===== config.mk =====
export PLATFORM = sky130hd
export DESIGN_NAME = led_setpoint_pwm_mode_control
export DESIGN_NICKNAME = d
export VERILOG_FILES = /design/src/hdl/lspm_pkg.sv /design/src/hdl/lspm_pwm_gen.sv /design/src/hdl/led_setpoint_pwm_mode_control.sv
export SDC_FILE = /design/constraint.sdc
export NUM_CORES = 2
export LEC_CHECK = 0
export BUFFER_PORTS_ARGS = -buffer_cell sky130_fd_sc_hd__buf_4
export CAP_MARGIN = 20
export CORE_MARGIN = 1
export CORE_UTILIZATION = 40
export DETAILED_ROUTE_END_ITERATION = 8
export PLACE_DENSITY = 0.62
export SYNTH_ARGS = -nofsm -noshare
export SYNTH_HDL_FRONTEND = slang
export SYNTH_HIERARCHICAL = 1
export SYNTH_SLANG_ARGS = --single-unit

===== constraint.sdc =====
create_clock -name core_clk -period 28.6 [get_ports core_clk]
set_clock_uncertainty 0.1 [all_clocks]
set_input_delay 1.43 -clock core_clk [delete_from_list [all_inputs] [get_ports core_clk]]
set_output_delay 1.43 -clock core_clk [all_outputs]
set_load 0.1 [all_outputs]

===== src/hdl/lspm_pkg.sv =====
// Shared constants and types for the LED setpoint PWM and mode control block
package lspm_pkg;
  // ****************************************
  // Timing
  // ****************************************
  localparam int unsigned CLK_PERIOD_NS = 10;
  localparam int unsigned SECOND_NS = 1000000000;
  localparam int unsigned CYC_PER_SEC = SECOND_NS / CLK_PERIOD_NS;
  localparam int unsigned SEC_PER_HOUR = 3600;
  localparam int unsigned HOURS_PER_SAVE = 4;
  localparam int unsigned PWM_F_MIN_HZ = 1000;
  localparam int unsigned PWM_F_MAX_HZ = 30000;
  // Longest period rounds down, shortest rounds up
  localparam int unsigned PERIOD_MAX_CYC = CYC_PER_SEC / PWM_F_MIN_HZ;
  localparam int unsigned PERIOD_MIN_CYC = (CYC_PER_SEC + PWM_F_MAX_HZ - 1) / PWM_F_MAX_HZ;
  localparam int unsigned PERIOD_W = $clog2(PERIOD_MAX_CYC + 1);
  localparam logic [2:0] SETTLE_CYC = 3'h7;
  // ****************************************
  // Non-volatile memory block map
  // ****************************************
  localparam int unsigned NVM_AW = 5;
  localparam logic [4:0] BLK_PERIOD = 5'h00;
  localparam logic [4:0] BLK_DUTY = 5'h01;
  localparam logic [4:0] BLK_HOURS = 5'h02;
  localparam logic [4:0] BLK_ONOFF = 5'h03;
  localparam logic [4:0] BLK_REF0 = 5'h04;
  localparam int unsigned NREF = 4;
  localparam logic [2:0] LOAD_LAST = 3'h7;
  localparam int unsigned SEG_SHIFT = 12;
  // ****************************************
  // Mode states
  // ****************************************
  typedef enum logic [6:0] {
    ST_START = 7'h01,
    ST_CONFIG = 7'h02,
    ST_LOAD = 7'h04,
    ST_COUNT = 7'h08,
    ST_RUN = 7'h10,
    ST_SAVE = 7'h20,
    ST_UVSAVE = 7'h40
  } lspm_state_t;
endpackage : lspm_pkg


===== src/hdl/lspm_pwm_gen.sv =====
// Setpoint pulse generator with period-boundary reload
`timescale 1ns/1ps
module lspm_pwm_gen #(
  parameter int unsigned W = lspm_pkg::PERIOD_W
) (
  input wire logic core_clk,
  input wire logic rst_n,
  input wire logic enable,
  input wire logic [W-1:0] period,
  input wire logic [W-1:0] duty,
  output logic pwm
);
  typedef struct packed {
    logic run;
    logic [W-1:0] cnt;
    logic [W-1:0] per;
    logic [W-1:0] duty;
    logic out;
  } lspm_pwm_s_t;

  lspm_pwm_s_t q;
  lspm_pwm_s_t nxt_q;

  always_comb begin
    nxt_q = q;
    nxt_q.run = enable;
    // Period counted in whole clock cycles
    // New values taken at period end, no restart
    if (!q.run || q.cnt >= q.per - W'(1) || q.per == '0) begin
      nxt_q.cnt = '0;
      nxt_q.per = period;
      nxt_q.duty = duty;
    end else begin
      nxt_q.cnt = q.cnt + W'(1);
    end
    // Duty zero stays low, duty at period stays high
    // One clock cycle of duty granularity
    nxt_q.out = enable && (nxt_q.cnt < nxt_q.duty);
  end

  always_ff @(posedge core_clk or negedge rst_n) begin
    if (!rst_n) begin
      q <= '0;
    end else begin
      q <= nxt_q;
    end
  end

  assign pwm = q.out;
endmodule : lspm_pwm_gen


===== src/hdl/led_setpoint_pwm_mode_control.sv =====
// Start-up, mode control, hour and on/off counting and aging interpolation
`timescale 1ns/1ps
module led_setpoint_pwm_mode_control #(
  parameter int unsigned CYC_PER_SEC = lspm_pkg::CYC_PER_SEC,
  parameter bit AGING_EN = 1'b1
) (
  input wire logic core_clk,
  input wire logic rst_n,
  input wire logic extSupplyPin,
  input wire logic readerFieldPin,
  input wire logic underVoltagePin,
  input wire logic rdrReq,
  input wire logic rdrWe,
  input wire logic [lspm_pkg::NVM_AW-1:0] rdrAddr,
  input wire logic [31:0] rdrWdata,
  output logic rdrAck,
  output logic [31:0] rdrRdata,
  output logic rdrRefused,
  output logic nvmReq,
  output logic nvmWe,
  output logic [lspm_pkg::NVM_AW-1:0] nvmAddr,
  output logic [31:0] nvmWdata,
  input wire logic nvmAck,
  input wire logic [31:0] nvmRdata,
  output logic configMode,
  output logic lightingMode,
  output logic clkSelLighting,
  output logic harvestEnable,
  output logic pwmOut,
  output logic pwmOe
);
  localparam int unsigned PW = lspm_pkg::PERIOD_W;
  localparam int unsigned NR = lspm_pkg::NREF;
  localparam int unsigned SS = lspm_pkg::SEG_SHIFT;

  typedef struct packed {
    logic [2:0] s1;
    logic [2:0] s2;
    logic [2:0] s3;
    logic [2:0] lvl;
    lspm_pkg::lspm_state_t st;
    logic [2:0] idx;
    logic iReq;
    logic iWe;
    logic [lspm_pkg::NVM_AW-1:0] iAddr;
    logic [31:0] iWdata;
    logic [PW-1:0] period;
    logic [PW-1:0] dutyBase;
    logic [PW-1:0] dutyOut;
    logic [31:0] hours;
    logic [31:0] onOff;
    logic [NR-1:0][15:0] refs;
    logic [31:0] preCnt;
    logic [11:0] secCnt;
    logic [1:0] quad;
    logic pend;
  } lspm_state_s_t;
  lspm_state_s_t q;
  lspm_state_s_t nxt_q;
  // ****************************************
  // Aging interpolation
  // ****************************************
  logic [31:0] seg;
  logic [$clog2(NR)-1:0] segIdx;
  logic signed [16:0] slope;
  logic signed [17+SS:0] prod;
  logic [15:0] factor;
  logic [PW+15:0] scaled;
  // Points spaced 2^SS hours apart, so no divider is needed
  always_comb begin
    seg = q.hours >> SS;
    segIdx = seg[$clog2(NR)-1:0];
    slope = '0;
    prod = '0;
    if (seg >= 32'(NR - 1)) begin
      factor = q.refs[NR-1];
    end else begin
      slope = $signed({1'b0, q.refs[segIdx + 1'b1]}) - $signed({1'b0, q.refs[segIdx]});
      prod = slope * $signed({1'b0, q.hours[SS-1:0]});
      factor = q.refs[segIdx] + 16'(prod >>> SS);
    end
    scaled = q.dutyBase * factor;
  end

  // ****************************************
  // Mode control
  // ****************************************
  logic inLight;
  logic tickSec;
  logic tickHour;
  assign inLight = q.st inside {lspm_pkg::ST_LOAD, lspm_pkg::ST_COUNT, lspm_pkg::ST_RUN,
                                lspm_pkg::ST_SAVE, lspm_pkg::ST_UVSAVE};
  assign tickSec = q.preCnt == CYC_PER_SEC - 1;
  assign tickHour = tickSec && q.secCnt == 12'(lspm_pkg::SEC_PER_HOUR - 1);
  always_comb begin
    nxt_q = q;
    // Pins pass three flops; a change counts when the last two agree
    nxt_q.s1 = {underVoltagePin, readerFieldPin, extSupplyPin};
    nxt_q.s2 = q.s1;
    nxt_q.s3 = q.s2;
    for (int i = 0; i < 3; i++) begin
      if (q.s2[i] == q.s3[i]) begin
        nxt_q.lvl[i] = q.s3[i];
      end
    end
    if (q.st inside {lspm_pkg::ST_RUN, lspm_pkg::ST_SAVE}) begin
      nxt_q.preCnt = tickSec ? '0 : q.preCnt + 32'h1;
      if (tickSec) begin
        nxt_q.secCnt = tickHour ? '0 : q.secCnt + 12'h1;
      end
      if (tickHour) begin
        nxt_q.hours = q.hours + 32'h1;
        nxt_q.quad = q.quad + 2'h1;
      end
    end
    case (q.st)
      lspm_pkg::ST_START: begin
        // Let the synchronisers settle before deciding the mode
        if (q.idx != lspm_pkg::SETTLE_CYC) begin
          nxt_q.idx = q.idx + 3'h1;
        end else begin
          nxt_q.idx = '0;
          // Configuration only with field and no supply
          if (q.lvl[0]) begin
            nxt_q.st = lspm_pkg::ST_LOAD;
          end else if (q.lvl[1]) begin
            nxt_q.st = lspm_pkg::ST_CONFIG;
          end
        end
      end
      // Left only by losing power, which resets the block
      lspm_pkg::ST_CONFIG: nxt_q.st = lspm_pkg::ST_CONFIG;
      lspm_pkg::ST_LOAD: begin
        if (!q.iReq) begin
          nxt_q.iReq = 1'b1;
          nxt_q.iWe = 1'b0;
          nxt_q.iAddr = lspm_pkg::BLK_PERIOD + 5'(q.idx);
        end else if (nvmAck) begin
          nxt_q.iReq = 1'b0;
          case (q.idx)
            3'h0: nxt_q.period = nvmRdata[PW-1:0];
            3'h1: nxt_q.dutyBase = nvmRdata[PW-1:0];
            3'h2: nxt_q.hours = nvmRdata;
            3'h3: nxt_q.onOff = nvmRdata;
            default: nxt_q.refs[q.idx[1:0]] = nvmRdata[15:0];
          endcase
          nxt_q.idx = q.idx + 3'h1;
          if (q.idx == lspm_pkg::LOAD_LAST) begin
            nxt_q.st = lspm_pkg::ST_COUNT;
          end
        end
      end
      lspm_pkg::ST_COUNT: begin
        // One more power cycle, stored at once
        if (!q.iReq) begin
          nxt_q.iReq = 1'b1;
          nxt_q.iWe = 1'b1;
          nxt_q.iAddr = lspm_pkg::BLK_ONOFF;
          nxt_q.iWdata = q.onOff + 32'h1;
        end else if (nvmAck) begin
          nxt_q.iReq = 1'b0;
          nxt_q.onOff = q.iWdata;
          nxt_q.st = lspm_pkg::ST_RUN;
        end
      end
      lspm_pkg::ST_RUN: begin
        // Undervoltage save outranks the periodic one
        if (q.lvl[2]) begin
          nxt_q.st = lspm_pkg::ST_UVSAVE;
        end else if (q.pend) begin
          nxt_q.st = lspm_pkg::ST_SAVE;
        end
      end
      lspm_pkg::ST_SAVE, lspm_pkg::ST_UVSAVE: begin
        if (!q.iReq && q.iWe) begin
          nxt_q.iReq = 1'b1;
          nxt_q.iWe = 1'b1;
          nxt_q.iAddr = lspm_pkg::BLK_HOURS;
          nxt_q.iWdata = q.hours;
        end else if (nvmAck) begin
          nxt_q.iReq = 1'b0;
          nxt_q.pend = 1'b0;
          // After the emergency save the block idles until power is gone
          nxt_q.st = (q.st == lspm_pkg::ST_SAVE) ? lspm_pkg::ST_RUN : lspm_pkg::ST_UVSAVE;
          nxt_q.iWe = (q.st == lspm_pkg::ST_SAVE);
        end
      end
      default: nxt_q.st = lspm_pkg::ST_START;
    endcase
    // Every fourth hour asks for a save; the set wins over the clear
    if (tickHour && q.quad == 2'(lspm_pkg::HOURS_PER_SAVE - 1)) begin
      nxt_q.pend = 1'b1;
    end
    nxt_q.dutyOut = AGING_EN ? scaled[PW+15:16] : q.dutyBase;
  end
  always_ff @(posedge core_clk or negedge rst_n) begin
    if (!rst_n) begin
      q <= '0;
      q.st <= lspm_pkg::ST_START;
    end else begin
      q <= nxt_q;
    end
  end
  // ****************************************
  // Memory port and outputs
  // ****************************************
  // Reader in configuration, internal requests otherwise
  // Reader reaches memory only in configuration
  // Setup writes arrive only on the field-powered path
  assign configMode = q.st == lspm_pkg::ST_CONFIG;
  assign lightingMode = inLight;
  assign nvmReq = configMode ? rdrReq : (q.iReq && !(q.st == lspm_pkg::ST_UVSAVE && !q.iWe));
  assign nvmWe = configMode ? rdrWe : q.iWe;
  assign nvmAddr = configMode ? rdrAddr : q.iAddr;
  assign nvmWdata = configMode ? rdrWdata : q.iWdata;
  assign rdrAck = configMode && nvmAck;
  assign rdrRdata = nvmRdata;
  assign rdrRefused = !configMode && rdrReq;
  assign clkSelLighting = inLight;
  // No harvesting once supply is seen
  assign harvestEnable = !q.lvl[0] && !inLight;
  assign pwmOe = !configMode;
  // Generator runs only after load, until power-off
  // Held low while the setup is loading
  lspm_pwm_gen #(.W(PW)) u_pwm (
    .core_clk(core_clk),
    .rst_n(rst_n),
    .enable(q.st inside {lspm_pkg::ST_RUN, lspm_pkg::ST_SAVE, lspm_pkg::ST_UVSAVE}),
    .period(q.period),
    .duty(q.dutyOut),
    .pwm(pwmOut)
  );
endmodule : led_setpoint_pwm_mode_control


# Word-level counts from Yosys, hierarchy flattened
# Cells that the tools add are included.
[op_classes]
n_reduce_logical = 45
add_sub_neg = 11
magnitude_cmp = 7
muxes = 57
n_bitwise = 1
mul = 2
n_eq_ne = 34
[op_table]
columns = ["operator", "count"]
rows = [
  ["2-to-1 mux 32 bit", 9],
  ["2-to-1 mux 128 bit", 2],
  ["one-hot mux 32 bit (2 select lines)", 2],
  ["adder 32 x 1 -> 32 bit (second input constant)", 3],
  ["2-to-1 mux 7 bit", 11],
  ["binary-select mux 16 bit (select 2 bit)", 2],
  ["bitwise mux 64 bit", 1],
  ["2-to-1 mux 16 bit", 4],
  ["2-to-1 mux 64 bit", 1],
  ["one-hot mux 7 bit (6 select lines)", 1],
  ["2-to-1 mux 38 bit", 1],
  ["2-to-1 mux 37 bit", 1],
  ["2-to-1 mux 17 bit", 2],
  ["multiplier 17 x 16 -> 33 bit", 1],
  ["demux 16 bit (select 2 bit)", 1],
  ["equality test 32 x 27 -> 1 bit (second input constant)", 1],
  ["multiplier 17 x 13 -> 28 bit", 1],
  ["one-hot mux 7 bit (3 select lines)", 1],
  [">= comparator 20 x 2 -> 1 bit (second input constant)", 1],
  ["inequality test 2 bit (second input constant)", 10],
  ["AND reduction 4 bit", 5],
  ["adder 17 x 1 -> 17 bit (second input constant)", 1],
  [">= comparator 17 bit", 1],
  ["logical NOT 17 bit", 1],
  ["47 further kinds", 93],
]
[word_totals]
input_bits = 77
out_inout_bits = 79
regBits = 340

# Longest topological paths before layout
[depth]
depth_word = 9
ltp_mapped = 69
depth_no_buf = 66

# Modules after synthesis
# The synthesis kept the hierarchy.
[by_module_without_submodules]
columns = ["module", "area_per_inst_um2", "cells_per_inst", "seq_area_each_um2", "n_inst"]
rows = [
  ["led_setpoint_pwm_mode_control", 31028.5, 3288, 7133.1, 1],
  ["lspm_pwm_gen", 3285.7, 296, 1326.3, 1],
]

# Worst setup path before layout
# Ideal clock, no wire load.
[synth_path]
path_kind = "reg-to-reg"
from = "register q[155] (netlist bit)"
to = "register q[191] (netlist bit)"
required_ns = 28.420
t_arrival_ns = 15.565
setup_time_ns = 0.080
slack_ns = 12.855
stages_incl_launch_ff = 66
path_buffers = 4
path_cell_list = "dfrtp_1 > buf_2 > buf_1 > mux4_2 > inv_1 > ha_1 > nor2b_1 > o21ai_0 > a21boi_1 > o211ai_1 > a21boi_1 > a31oi_1 > o2bb2ai_1 > inv_1 > a2111oi_0 > nor3_1 > clkbuf_1 > and2_1 > [30 not listed] > fa_1 > fa_1 > fa_1 > inv_1 > fa_1 > inv_1 > ha_1 > and4_1 > o2111ai_1 > a211oi_1 > o211ai_2 > o221ai_2 > o31a_1 > a41o_1 > and2_1 > o21a_1 > nor2_2 > xnor2_1"
[synth_rtl]
columns = ["item", "line_no", "text"]
rows = [
  ["start: declaration", "led_setpoint_pwm_mode_control.sv:58", "lspm_state_s_t q;"],
  ["start signal: assignment", "led_setpoint_pwm_mode_control.sv:201", "q <= nxt_q;"],
]

==> impl_metrics.env <==
export IMPL_async_flop_share=1.000
export IMPL_min_path_type="reg2reg"
export IMPL_synth_distinct_cells=85
export IMPL_yosys_area_top_type="dfrtp_1"
export IMPL_postCtsHoldBufs=0
export IMPL_gp_congestion=0.8569
export IMPL_drtIter0Drc=1271
export IMPL_placedCellCount=4740
export IMPL_die_w_um=294.9
export IMPL_cts_buffer_depth=3
export IMPL_seqCellArea_um2=8461
export IMPL_vias_per_cell=5.091
export IMPL_ioPinCount=156
export IMPL_cp_slowest_cell="ha_1"
export IMPL_drt_pass1_iter_count=5
export IMPL_cts_setup_buffers=0
export IMPL_critPathLaunchType="register"
export IMPL_fin_crit_sh=0.6101
export IMPL_hpwl_um=64800
export IMPL_path_max_fanout=20
export IMPL_slew_violations=0
export IMPL_grt_pass1_wl_um=142100
export IMPL_core_area_um2=85010
export IMPL_grt_pass1_vias=25224
export IMPL_drc=0
export IMPL_ys_warnings_count=6
export IMPL_synth_edf_count=0
export IMPL_synth_xor_xnor_area_share=0.04824
export IMPL_antennaDiodeCount=0
export IMPL_grt_start_max_net_pins=112
export IMPL_grt_remaining_overflow=0
export IMPL_cts_tree="yes"
export IMPL_numPortBuffers=155
export IMPL_ctsResizeCount=0
export IMPL_required_ps=28990
export IMPL_routed_wl_um=86410
export IMPL_gr_usage_all_layers=0.2070
export IMPL_grt_antenna_before_repair=0
export IMPL_rsz0062_at_grt="false"
export IMPL_synth_simple_gate_area_frac=0.1616
export IMPL_wire_per_inst_um=17.96
export IMPL_worstSetupEndpointType="register"
export IMPL_htreeDepth=2
export IMPL_hold_worst_slack_ps=253.2
export IMPL_max_cap_violations=0
export IMPL_synth_nets=4290
export IMPL_netlist_top_cells_area="dfrtp_1, fa_1, ha_1"
export IMPL_setup_viol=0
export IMPL_via_count=24493
export IMPL_fin_crit_ps=17450
export IMPL_clkLatencyLatePin_ps=570
export IMPL_final_fill_count=8150
export IMPL_final_net_count=4344
export IMPL_root_buffer="clkbuf_16"
export IMPL_num_rows=107
export IMPL_yosysMostFrequentCell="inv_1"
export IMPL_cp_arrival_ps=17840
export IMPL_muxShareOfSynthArea=0.08135
export IMPL_hold_violations=0
export IMPL_path_clk_slew_ps=60
export IMPL_worstMarginPinSlew_ps=1080
export IMPL_worstSetupPathType="reg2reg"
export IMPL_fmax_ghz=0.05731
export IMPL_syn_area_um2=34310
export IMPL_slew_headroom=0.2750
export IMPL_drive_above_1_share=0.1320
export IMPL_finalNonFillerCells=4811
export IMPL_syn_to_final_growth_pct=9.816
export IMPL_crit_top_cell="fa_1"
export IMPL_avgSynthCellArea_um2=9.574
export IMPL_cp_slowest_stage_delay_ps=960
export IMPL_synth_common_cells="inv_1, nand2_1, fa_1"
export IMPL_clock_sinks=338
export IMPL_synth_top_area_frac=0.2458
export IMPL_start_util=0.4036
export IMPL_numCtsBuffers=38
export IMPL_tns_ps=0
export IMPL_die_h_um=294.9
export IMPL_ant_nets=0
export IMPL_synth_top_family_by_area="adder cells"
export IMPL_outcome="finished clean"
export IMPL_die_area_um2=86960
export IMPL_synth_seq_cells=338
export IMPL_synth_ff_type="dfrtp_1"
export IMPL_multi_input_area_um2=23020
export IMPL_synth_compound_area_frac=0.06315
export IMPL_yosysSeqAreaShare=0.2465
export IMPL_synth_cells=3584
export IMPL_synth_adder_area_share=0.3151
area by class of cell:
type	count	share of cell area
inverter	525	0.05230
sequential	338	0.2245
clock inverter	22	0.007272
tap	1144	0.03799
multi-input combinational	2538	0.6109
timing repair buffer	197	0.04011
clock buffer	47	0.02693
cells in the final DEF (no fill, tap or decap), types with 32 or more instances in the layout:
cell type / n
fa_1: 388
mux4_2: 32
o21ai_0: 98
nand3_1: 76
inv_1: 524
a21oi_1: 89
o21ai_1: 36
clkbuf_16: 38
xnor2_1: 101
xor2_1: 88
ha_1: 241
mux2_2: 145
buf_4: 194
dfrtp_1: 336
a31oi_1: 37
nor2_1: 171
and2_1: 196
nand2_1: 487
path summary, 6_finish.rpt:
path | from | to | depth (start not counted) | slack, ps
worst max-delay path | q[156] | q[191] | 62 | 11150
worst min-delay path | nxt_q[282] | nxt_q[279] | 0 | 250
worst max register to register | q[156] | q[191] | 62 | 11150
worst min register to register | nxt_q[282] | nxt_q[279] | 0 | 250
max in group asynchronous | rst_n | q[280] | 4 | 24850
min in group asynchronous | rst_n | u_pwm/q[28] | 1 | 830
critical path: cells and delay by family, from the launching register on:
family          cells  cell delay (ps)
fa+ha+maj          17             8050
compound gates     20             4570
simple gates       10             1630
xor+xnor            5             1400
flops               1              710
buf+inv             9              550
mux                 1              340
per-stage QoR:
| step | worst slack (ps) | utilization | area, um^2 |
|---|---|---|---|
| 6_report | 11150 | 0.4433 | 37680 |
| 5_1_grt | 10050 | 0.4433 | 37680 |
| 4_1_cts | 10940 | 0.4428 | 37640 |
| 3_5_place_dp | 11010 | 0.4276 | 36350 |
| 3_3_place_gp | 11280 | 0.4275 | 36350 |
| 2_1_floorplan | 12850 | - | 34310 |
routing by layer:
layer  up-vias  global-route usage  routed length, um
met5         -                   0                  0
met4         0             0.04751               1736
met3        81             0.02059               3384
met2       440              0.3417              41180
met1     12417              0.2921              40110
li1      11555                   -                  -
cells by family (layout without fill, tap and decap cells):
family	count (synthesis)	after routing
AO/OA/AOI/OAI	359	359
AND/OR/NAND/NOR	1140	1140
XOR/XNOR	189	189
buffers and inverters	708	791
multiplexers	218	218
flip-flops	338	338
adder cells (fa/ha/maj)	632	632
Power is not shown: default switching activity piles up to over one toggle a cycle in this logic, so the estimate is an artifact.
